===== src/inc/disp_ctrl_pkg.sv =====
// constants for the display enable / attribute control block
// assumes a host port with byte registers and a per-frame tick from panel timing
`default_nettype none

package disp_ctrl_pkg;

  // register map
  localparam logic [15:0] ADDR_DISP_EN = 16'h8009;
  localparam logic [15:0] ADDR_ATTR    = 16'h800a;
  localparam logic [7:0]  DISP_EN_RST  = 8'h00;
  localparam logic [7:0]  ATTR_RST     = 8'h00;
  localparam int          DISP_EN_BIT  = 0;

  // attribute field positions (lsb of each two-bit field)
  localparam int FLD_CURSOR = 0;
  localparam int FLD_BLK1   = 2;
  localparam int FLD_BLK2   = 4;
  localparam int FLD_BLK3   = 6;

  // field codes
  localparam logic [1:0] ATTR_BLANK  = 2'b00;
  localparam logic [1:0] ATTR_STEADY = 2'b01;
  localparam logic [1:0] ATTR_SLOW   = 2'b10;
  localparam logic [1:0] ATTR_FAST   = 2'b11;

  // blink periods in frames
  localparam int FRAME_CNT_W    = 6;
  localparam int BLK_SLOW_DIV   = 32;
  localparam int BLK_FAST_DIV   = 4;
  localparam int CUR_SLOW_DIV   = 32;
  localparam int CUR_SLOWER_DIV = 64;
  localparam int CUR_DUTY_PCT   = 70;

  // cursor on-time in frames, rounded down so it never exceeds 70 percent
  localparam logic [FRAME_CNT_W-1:0] CUR_ON_32 =
    FRAME_CNT_W'((CUR_SLOW_DIV * CUR_DUTY_PCT) / 100);
  localparam logic [FRAME_CNT_W-1:0] CUR_ON_64 =
    FRAME_CNT_W'((CUR_SLOWER_DIV * CUR_DUTY_PCT) / 100);

endpackage : disp_ctrl_pkg

`default_nettype wire


===== src/hdl/frame_blink_counter.sv =====
// free-running frame counter feeding every blink phase
// assumes frame_tick_i is a one-cycle pulse once per panel frame
`timescale 1ns/1ps
`default_nettype none

module frame_blink_counter
  import disp_ctrl_pkg::*;
#(
  parameter int CNT_W = FRAME_CNT_W
)
(
  // clock and reset
  input  wire logic             clock_i,
  input  wire logic             nrst_i,
  // frame pulse in, count out
  input  wire logic             frame_tick_i,
  output logic      [CNT_W-1:0] frame_cnt_o
);

  logic [CNT_W-1:0] cnt_reg;
  logic [CNT_W-1:0] cnt_next;

  // wraps naturally, so every period is a power-of-two number of frames
  always_comb
  begin
    cnt_next = cnt_reg;
    if (frame_tick_i)
    begin
      cnt_next = cnt_reg + CNT_W'(1);
    end
  end

  always_ff @(posedge clock_i or negedge nrst_i)
  begin
    if (!nrst_i)
    begin
      cnt_reg <= '0;
    end
    else
    begin
      cnt_reg <= cnt_next;
    end
  end

  assign frame_cnt_o = cnt_reg;

endmodule // frame_blink_counter

`default_nettype wire


===== src/hdl/display_enable_attribute_ctrl.sv =====
// display master enable, layer/cursor blink attributes and cursor side
// effects of host memory accesses
// assumes host strobes are one-cycle pulses synchronous to clock_i and that
// the panel timing logic supplies one frame tick per frame
`timescale 1ns/1ps
`default_nettype none

module display_enable_attribute_ctrl
  import disp_ctrl_pkg::*;
#(
  parameter int ADDR_W = 16
)
(
  // clock and reset
  input  wire logic              clock_i,
  input  wire logic              nrst_i,
  // direct register access
  input  wire logic [ADDR_W-1:0] reg_addr_i,
  input  wire logic              reg_wr_i,
  input  wire logic              reg_rd_i,
  input  wire logic [7:0]        reg_wdata_i,
  output logic      [7:0]        reg_rdata_o,
  output logic                   reg_rvalid_o,
  // indirect display switch command with its parameter byte
  input  wire logic              display_switch_command_i,
  input  wire logic              display_switch_on_i,
  input  wire logic [7:0]        display_switch_param_i,
  // host display memory accesses
  input  wire logic              mem_wr_i,
  input  wire logic              mem_rd_i,
  // system state
  input  wire logic              power_save_i,
  input  wire logic              dual_panel_i,
  input  wire logic              frame_tick_i,
  // visibility towards the pixel pipeline
  output logic      [3:0]        block_visible_o,
  output logic                   cursor_visible_o,
  output logic                   cursor_advance_o,
  output logic                   lcd_off_o
);

  // decode of one screen block field against the frame count
  function automatic logic block_on(input logic [1:0] fld,
                                    input logic [FRAME_CNT_W-1:0] cnt);
    logic [FRAME_CNT_W-1:0] slow_m;
    logic [FRAME_CNT_W-1:0] fast_m;
    slow_m = FRAME_CNT_W'(BLK_SLOW_DIV - 1);
    fast_m = FRAME_CNT_W'(BLK_FAST_DIV - 1);
    unique case (fld)
      ATTR_BLANK:  block_on = 1'b0;
      ATTR_STEADY: block_on = 1'b1;
      // half period on, half off
      ATTR_SLOW:   block_on = (cnt & slow_m) < FRAME_CNT_W'(BLK_SLOW_DIV / 2);
      ATTR_FAST:   block_on = (cnt & fast_m) < FRAME_CNT_W'(BLK_FAST_DIV / 2);
    endcase
  endfunction

  // decode of the cursor field; blinking cursor is on 22 of 32 or 44 of 64 frames, just under 70 percent
  function automatic logic cursor_on(input logic [1:0] fld,
                                     input logic [FRAME_CNT_W-1:0] cnt);
    logic [FRAME_CNT_W-1:0] m32;
    m32 = FRAME_CNT_W'(CUR_SLOW_DIV - 1);
    unique case (fld)
      ATTR_BLANK:  cursor_on = 1'b0;
      ATTR_STEADY: cursor_on = 1'b1;
      ATTR_SLOW:   cursor_on = (cnt & m32) < CUR_ON_32;
      ATTR_FAST:   cursor_on = cnt < CUR_ON_64;
    endcase
  endfunction

  // shared frame count
  // one counter serves all fields so blinking blocks stay in phase
  logic [FRAME_CNT_W-1:0] frame_cnt;

  frame_blink_counter #(
    .CNT_W        (FRAME_CNT_W)
  ) u_frame_cnt (
    .clock_i      (clock_i),
    .nrst_i       (nrst_i),
    .frame_tick_i (frame_tick_i),
    .frame_cnt_o  (frame_cnt)
  );

  // register state
  logic       disp_en_reg;
  logic       disp_en_next;
  logic [7:0] attr_reg;
  logic [7:0] attr_next;
  logic [7:0] rdata_reg;
  logic [7:0] rdata_next;
  logic       rvalid_reg;
  logic       rvalid_next;

  // register writes, command load, power save and memory side effects;
  // later assignments win, so the order encodes priority
  always_comb
  begin
    disp_en_next = disp_en_reg;
    attr_next    = attr_reg;
    if (reg_wr_i && reg_addr_i == ADDR_DISP_EN)
    begin
      disp_en_next = reg_wdata_i[DISP_EN_BIT];
    end
    if (reg_wr_i && reg_addr_i == ADDR_ATTR)
    begin
      attr_next = reg_wdata_i;
    end
    if (display_switch_command_i)
    begin
      attr_next    = display_switch_param_i;
      disp_en_next = display_switch_on_i;
    end
    // hidden cursor comes back steady on a memory write; a read leaves it
    if (mem_wr_i && attr_next[FLD_CURSOR +: 2] == ATTR_BLANK)
    begin
      attr_next[FLD_CURSOR +: 2] = ATTR_STEADY;
    end
    // power save has the last word so software cannot keep the panel on
    if (power_save_i)
    begin
      disp_en_next = 1'b0;
    end
  end

  // read port answers one cycle after the strobe; unmapped reads give zero
  // unused enable bits read back as zero so software can mask nothing
  always_comb
  begin
    rdata_next  = '0;
    rvalid_next = reg_rd_i;
    if (reg_rd_i)
    begin
      if (reg_addr_i == ADDR_DISP_EN)
      begin
        rdata_next[DISP_EN_BIT] = disp_en_reg;
      end
      else if (reg_addr_i == ADDR_ATTR)
      begin
        rdata_next = attr_reg;
      end
    end
  end

  always_ff @(posedge clock_i or negedge nrst_i)
  begin
    if (!nrst_i)
    begin
      disp_en_reg <= DISP_EN_RST[DISP_EN_BIT];
      attr_reg    <= ATTR_RST;
      rdata_reg   <= '0;
      rvalid_reg  <= 1'b0;
    end
    else
    begin
      disp_en_reg <= disp_en_next;
      attr_reg    <= attr_next;
      rdata_reg   <= rdata_next;
      rvalid_reg  <= rvalid_next;
    end
  end

  // visibility state
  logic [3:0] blk_vis_reg;
  logic [3:0] blk_vis_next;
  logic       cur_vis_reg;
  logic       cur_vis_next;
  logic       adv_reg;
  logic       adv_next;
  logic       off_reg;
  logic       off_next;

  // visibility decode from the stored attributes; master enable gates block and cursor visibility, not the advance
  always_comb
  begin
    blk_vis_next[0] = block_on(attr_reg[FLD_BLK1 +: 2], frame_cnt);
    blk_vis_next[1] = block_on(attr_reg[FLD_BLK2 +: 2], frame_cnt);
    blk_vis_next[2] = block_on(attr_reg[FLD_BLK3 +: 2], frame_cnt);
    // fourth block has no field of its own and exists only in dual panel
    blk_vis_next[3] = dual_panel_i &&
                      block_on(attr_reg[FLD_BLK2 +: 2], frame_cnt);
    cur_vis_next    = cursor_on(attr_reg[FLD_CURSOR +: 2], frame_cnt);
    if (!disp_en_reg)
    begin
      blk_vis_next = '0;
      cur_vis_next = 1'b0;
    end
    // both kinds of memory access move the cursor on by one location
    adv_next = mem_wr_i || mem_rd_i;
    // lcd pins go to their power-save levels while the display is off
    off_next = !disp_en_reg;
  end

  always_ff @(posedge clock_i or negedge nrst_i)
  begin
    if (!nrst_i)
    begin
      blk_vis_reg <= '0;
      cur_vis_reg <= 1'b0;
      adv_reg     <= 1'b0;
      // panel pins sit at power-save levels until software enables
      off_reg     <= !DISP_EN_RST[DISP_EN_BIT];
    end
    else
    begin
      blk_vis_reg <= blk_vis_next;
      cur_vis_reg <= cur_vis_next;
      adv_reg     <= adv_next;
      off_reg     <= off_next;
    end
  end

  // outputs straight from flops
  assign reg_rdata_o      = rdata_reg;
  assign reg_rvalid_o     = rvalid_reg;
  assign block_visible_o  = blk_vis_reg;
  assign cursor_visible_o = cur_vis_reg;
  assign cursor_advance_o = adv_reg;
  assign lcd_off_o        = off_reg;

endmodule // display_enable_attribute_ctrl

`default_nettype wire


===== config.mk =====
export PLATFORM = sky130hd
export DESIGN_NAME = display_enable_attribute_ctrl
export DESIGN_NICKNAME = d
export VERILOG_FILES = /design/src/inc/disp_ctrl_pkg.sv /design/src/hdl/frame_blink_counter.sv /design/src/hdl/display_enable_attribute_ctrl.sv
export SDC_FILE = /design/constraint.sdc
export NUM_CORES = 1
export LEC_CHECK = 0
export BUFFER_PORTS_ARGS = -buffer_cell sky130_fd_sc_hd__clkbuf_2
export CAP_MARGIN = 20
export CORE_MARGIN = 3
export CORE_UTILIZATION = 40
export CTS_BUF_LIST = sky130_fd_sc_hd__clkbuf_16
export DETAILED_ROUTE_END_ITERATION = 16
export PLACE_DENSITY = 0.82
export SYNTH_ARGS = -nofsm -noshare
export SYNTH_HDL_FRONTEND = slang
export SYNTH_HIERARCHICAL = 1
export SYNTH_SLANG_ARGS = --single-unit

===== constraint.sdc =====
create_clock -name clock_i -period 1 [get_ports clock_i]
set_input_delay 0.1 -clock clock_i [delete_from_list [all_inputs] [get_ports clock_i]]
set_output_delay 0.1 -clock clock_i [all_outputs]
set_load 0.01 [all_outputs]

### Word-level counts from Yosys, hierarchy flattened

Cells that the tools add are included.

| operators by class | value |
|---|---|
| reduce and logical (&&, ||, !) cells | 13 |
| multiplexer cells | 16 |
| $add $sub $neg | 1 |
| $lt $le $gt $ge | 4 |
| equality and inequality tests | 14 |

Operators by type and width:

| cell | number |
|---|---|
| == test 16 bit (second input constant) | 2 |
| two-way mux 8 bit | 4 |
| == test 2 bit (second input constant) | 8 |
| case mux 1 bit (4 select lines) | 4 |
| logical NOT 2 bit | 5 |
| < comparator 5 bit (second input constant) | 2 |
| == test 2 x 1 -> 1 bit (second input constant) | 4 |
| two-way mux 7 bit | 1 |
| adder 6 x 1 -> 6 bit (second input constant) | 1 |
| < comparator 6 bit (second input constant) | 1 |
| two-way mux 1 bit | 5 |
| logical AND 1 bit | 4 |
| two-way mux 4 bit | 1 |
| nonzero test 3 bit | 1 |
| < comparator 2 bit (second input constant) | 1 |
| two-way mux 2 bit | 1 |
| nonzero test 2 bit | 1 |
| logical NOT 1 bit | 1 |
| logical OR 1 bit | 1 |

| storage, ports and cells | value |
|---|---|
| bits of input ports | 43 |
| flip-flop bits (word level) | 31 |

### Depth between registers and ports, before layout

| depth | value |
|---|---|
| depth in word-level cells | 7 |
| depth in mapped cells | 5 |

### By module

The synthesis kept the hierarchy.

Modules (own cells, without submodules):

| module | times used | cells an instance | area each (um^2) |
|---|---|---|---|
| display_enable_attribute_ctrl | 1 | 103 | 1158.6 |
| frame_blink_counter | 1 | 18 | 250.2 |

### Least setup slack after synthesis

Ideal clock, no wire load.

| timing path | value |
|---|---|
| kind | input port to flip-flop |
| start point | in reg_addr_i[6] |
| end point | reg attr_reg[0] |
| stages on the path | 5 |
| required time | 0.866 ns |
| buffers on the path | 0 |
| slack | -0.365 ns |
| arrival | 1.231 ns |
| path through | nor4_4 > nand4_2 > or3_4 > a31oi_4 > o221ai_2 |

| on the way | value |
|---|---|
| cells in the longest elaborated chain, start to end | 7 |

Ends and longest elaborated chain:

| item | RTL line | source |
|---|---|---|
| start, declared | display_enable_attribute_ctrl.sv:18 | `input wire logic [ADDR_W-1:0] reg_addr_i,` |
| == test 16 bit * | display_enable_attribute_ctrl.sv:104 | `if (reg_wr_i && reg_addr_i == ADDR_ATTR)` |
| logical AND 1 bit * | display_enable_attribute_ctrl.sv:104 |  |
| two-way mux 8 bit * | display_enable_attribute_ctrl.sv:104 |  |
| two-way mux 8 bit * | display_enable_attribute_ctrl.sv:108 | `if (display_switch_command_i)` |
| logical NOT 2 bit | display_enable_attribute_ctrl.sv:114 | `if (mem_wr_i && attr_next[FLD_CURSOR +: 2] == ATTR_BLANK)` |
| logical AND 1 bit | display_enable_attribute_ctrl.sv:114 |  |
| two-way mux 2 bit * | display_enable_attribute_ctrl.sv:114 |  |
| via attr_next[0] | display_enable_attribute_ctrl.sv:88 | `logic [7:0] attr_next;` |
| end signal, assigned | display_enable_attribute_ctrl.sv:156 | `attr_reg <= attr_next;` |
| end, declared | display_enable_attribute_ctrl.sv:87 | `logic [7:0] attr_reg;` |

The timed path passes the listed nets; every way through them passes the cells marked *. The select of a mux whose other input is x is not followed.
A chain may end at the register's enable or synchronous reset.

### Worst setup path after layout

| timing path | value |
|---|---|
| start point | in reg_addr_i[13] |
| end point | reg attr_reg[0] |

Same word-level chain as after synthesis.

==> flow_summary.ini <==
[status]
outcome = finished, violations left
violations = negative setup slack

[grt]
grt_pass1_vias = 1186
grt_pass1_wl_um = 5150
grt_max_degree = 19
gr-total-overflow = 0
antenna_found_initial = 0
grt_use_total = 0.158

[floorplan]
fp.coreArea_um2 = 3200
io_pins = 59
start_util = 0.440
die_area_um2 = 4270
fp.dieH_um = 65.3
die_w_um = 65.3
rows = 20

[timing]
finalSetupViolCount = 16
fin_ws_ps = -259
max_freq_mhz = 795
min_period_over_period = 1.26
fin_skew_ps = 3.32
finalCriticalPeriod_ps = 1260
tightest_slew_ps = 353
hold_viol = 0
rsz0062_at_grt = yes
slew_violations = 0
max_slew_margin = 0.765

[logic_synthesis]
synth_area_um2 = 1410
synthesis.nets = 165
ys_seq_area_frac = 0.552
yosysUniqueCellTypes = 32
synthCells = 121
yosysWarnings = 6
synth_top_cell_area_share = 0.533
synthTopCellsByCount = dfrtp_1 (30), nand2_1 (14), and2_1 (8), mux2i_1 (8), nor2_1 (8)
async_flop_share = 1.00
synth_area_leader_cell = dfrtp_1
synth.most_common_cell = dfrtp_1
synth_area_leaders = dfrtp_1 (53%), mux2i_1 (5.7%), nand2_1 (3.7%)
synth_edf_count = 0
syn_avg_cell_area_um2 = 11.6
synthFlopType = dfrtp_1
synth_seq_cells = 31

[finish]
layout.nets = 252
antenna_cells = 0
finalInstanceArea_um2 = 2160
area_delta_synth_final_pct = 53.6
drive_gt1_frac = 0.507
final_cells = 253

[detailed_routing]
wl_per_cell_um = 12.7
vias = 1211
m1WireLength_um = 1280
met2_length_um = 1720
drc = 0
drt_wl_total_um = 3210
via_per_inst = 4.79
dr.max_layer_used = met4
drtIter0Drc = 25
drt_first_pass_iters = 4
ant_nets = 0
wl_met3_um = 166

[min_path]
hp-class = in -> reg

[cts]
cts_tree = built
clkLatencyLatePin_ps = 270
max-clock-path-buffers = 2
htree_levels = 2
cts_root_buffer = clkbuf_16
cts_made_buffers = 5
cts.clk_slew.worst_paths_ps = 50
cts_sinks = 31

[place]
gp_congestion = 0.812
dpl.cell_count = 238
io_buffer_count = 58
dpl.hpwl_um = 2490
place_area_um2 = 1900

[setup_path]
startpoint_type = input port
worstPathRequired_ps = 1150
end_kind = register
critical_path_peak_fanout = 3
arrival_ps = 1400
critPathKind = in -> reg

[job]
drv_cap = 0

[power_and_ir_drop]
power_density_nw_per_um2 = 1830
leakagePower_nw = 1.06
ir_drop_v = 0.00106
## routing by layer
| metal | vias to the layer above | GRT usage |
|---|---|---|
| met5 | - | 0 |
| met4 | 0 | 0.0544 |
| met3 | 4 | 0.0325 |
| met2 | 46 | 0.277 |
| met1 | 570 | 0.190 |
| li1 | 591 | - |
## area by class of cell
type | count | area, µm²
well taps | 44 | 55.1
repair buffers | 82 | 543
clock inverters | 3 | 20.0
flip-flops and latches | 31 | 778
clock buffers | 5 | 125
fillers | 260 | 1040
inverters | 6 | 22.5
multi-input cells | 82 | 619
## what timing repair did
item | 4_1_cts | 5_1_grt
endpoints found under the setup margin | 15 | 26
buffers inserted | 4 | 3
hold buffers | 2 | 0
endpoints found under the hold margin | 13 | 0
gates resized for setup | 2 | 18
pin swaps | 6 | 10
## layout by cell type (no fill, tap or decap), types with 3 or more instances in the layout
cell type | synthesis | routed
a21oi_1 | 4 | 4
clkbuf_2 | 0 | 53
buf_4 | 0 | 17
and2_1 | 8 | 7
mux2i_1 | 8 | 6
dfrtp_1 | 30 | 29
xnor2_1 | 3 | 3
buf_6 | 0 | 8
nand2_1 | 14 | 14
o21ai_1 | 7 | 7
nor3b_1 | 3 | 3
inv_1 | 6 | 6
nor2_1 | 8 | 7
clkbuf_16 | 0 | 5
## critical path: stages
cell and delay (ps):
buf_6 100, nor4b_4 300, nand4_2 180, or3_4 430
a31oi_4 180, o221ai_2 110
## cell families after synthesis
| kind of cell | synth area share |
|---|---|
| and+or+nand+nor | 0.224 |
| adders and majority gates | 0.00888 |
| AOI/OAI and AO/OA | 0.0986 |
| buffers and inverters | 0.0213 |
| DFF | 0.552 |
| muxes | 0.0648 |
| xor gates and xnor gates | 0.0311 |
## through the flow
stage / util / total power, W / TNS [ps] / hold WS (ps) / setup slack (ps)
2_1_floorplan: - / 0.00200 / -2090 / -196 / -363
3_3_place_gp: 0.593 / 0.00243 / -5240 / 20.3 / -469
3_5_place_dp: 0.593 / 0.00246 / -5960 / 21.9 / -525
4_1_cts: 0.656 / 0.00397 / -2000 / 13.4 / -219
5_1_grt: 0.675 / 0.00418 / -3070 / 24.7 / -302
6_report: 0.675 / 0.00396 / -2040 / 16.9 / -259
## where the power goes
part	internal (W)	switching (W)	total (W)
registers	0.00144	0.000188	0.00163
logic	0.000541	0.000375	0.000916
clock network	0.000913	0.000504	0.00142
total	0.00290	0.00107	0.00396
## final timing paths
path | cells after the start | end | slack, ps | from
setup reg to reg | 2 | u_frame_cnt/frame_cnt_o[1]$_DFFE_PN0P_ | -110 | u_frame_cnt/frame_cnt_o[1]$_DFFE_PN0P_
max in group asynchronous | 3 | u_frame_cnt/frame_cnt_o[4]$_DFFE_PN0P_ | 310 | nrst_i
hold / removal | 2 | cursor_advance_o$_DFF_PN0_ | 20 | mem_rd_i
setup / recovery | 6 | attr_reg[0]$_DFF_PN0_ | -260 | reg_addr_i[13]
hold reg to reg | 1 | u_frame_cnt/frame_cnt_o[5]$_DFFE_PN0P_ | 470 | u_frame_cnt/frame_cnt_o[5]$_DFFE_PN0P_
min in group asynchronous | 2 | reg_rdata_o[6]$_DFF_PN0_ | 270 | nrst_i
Power figures use the tool's default switching activity.
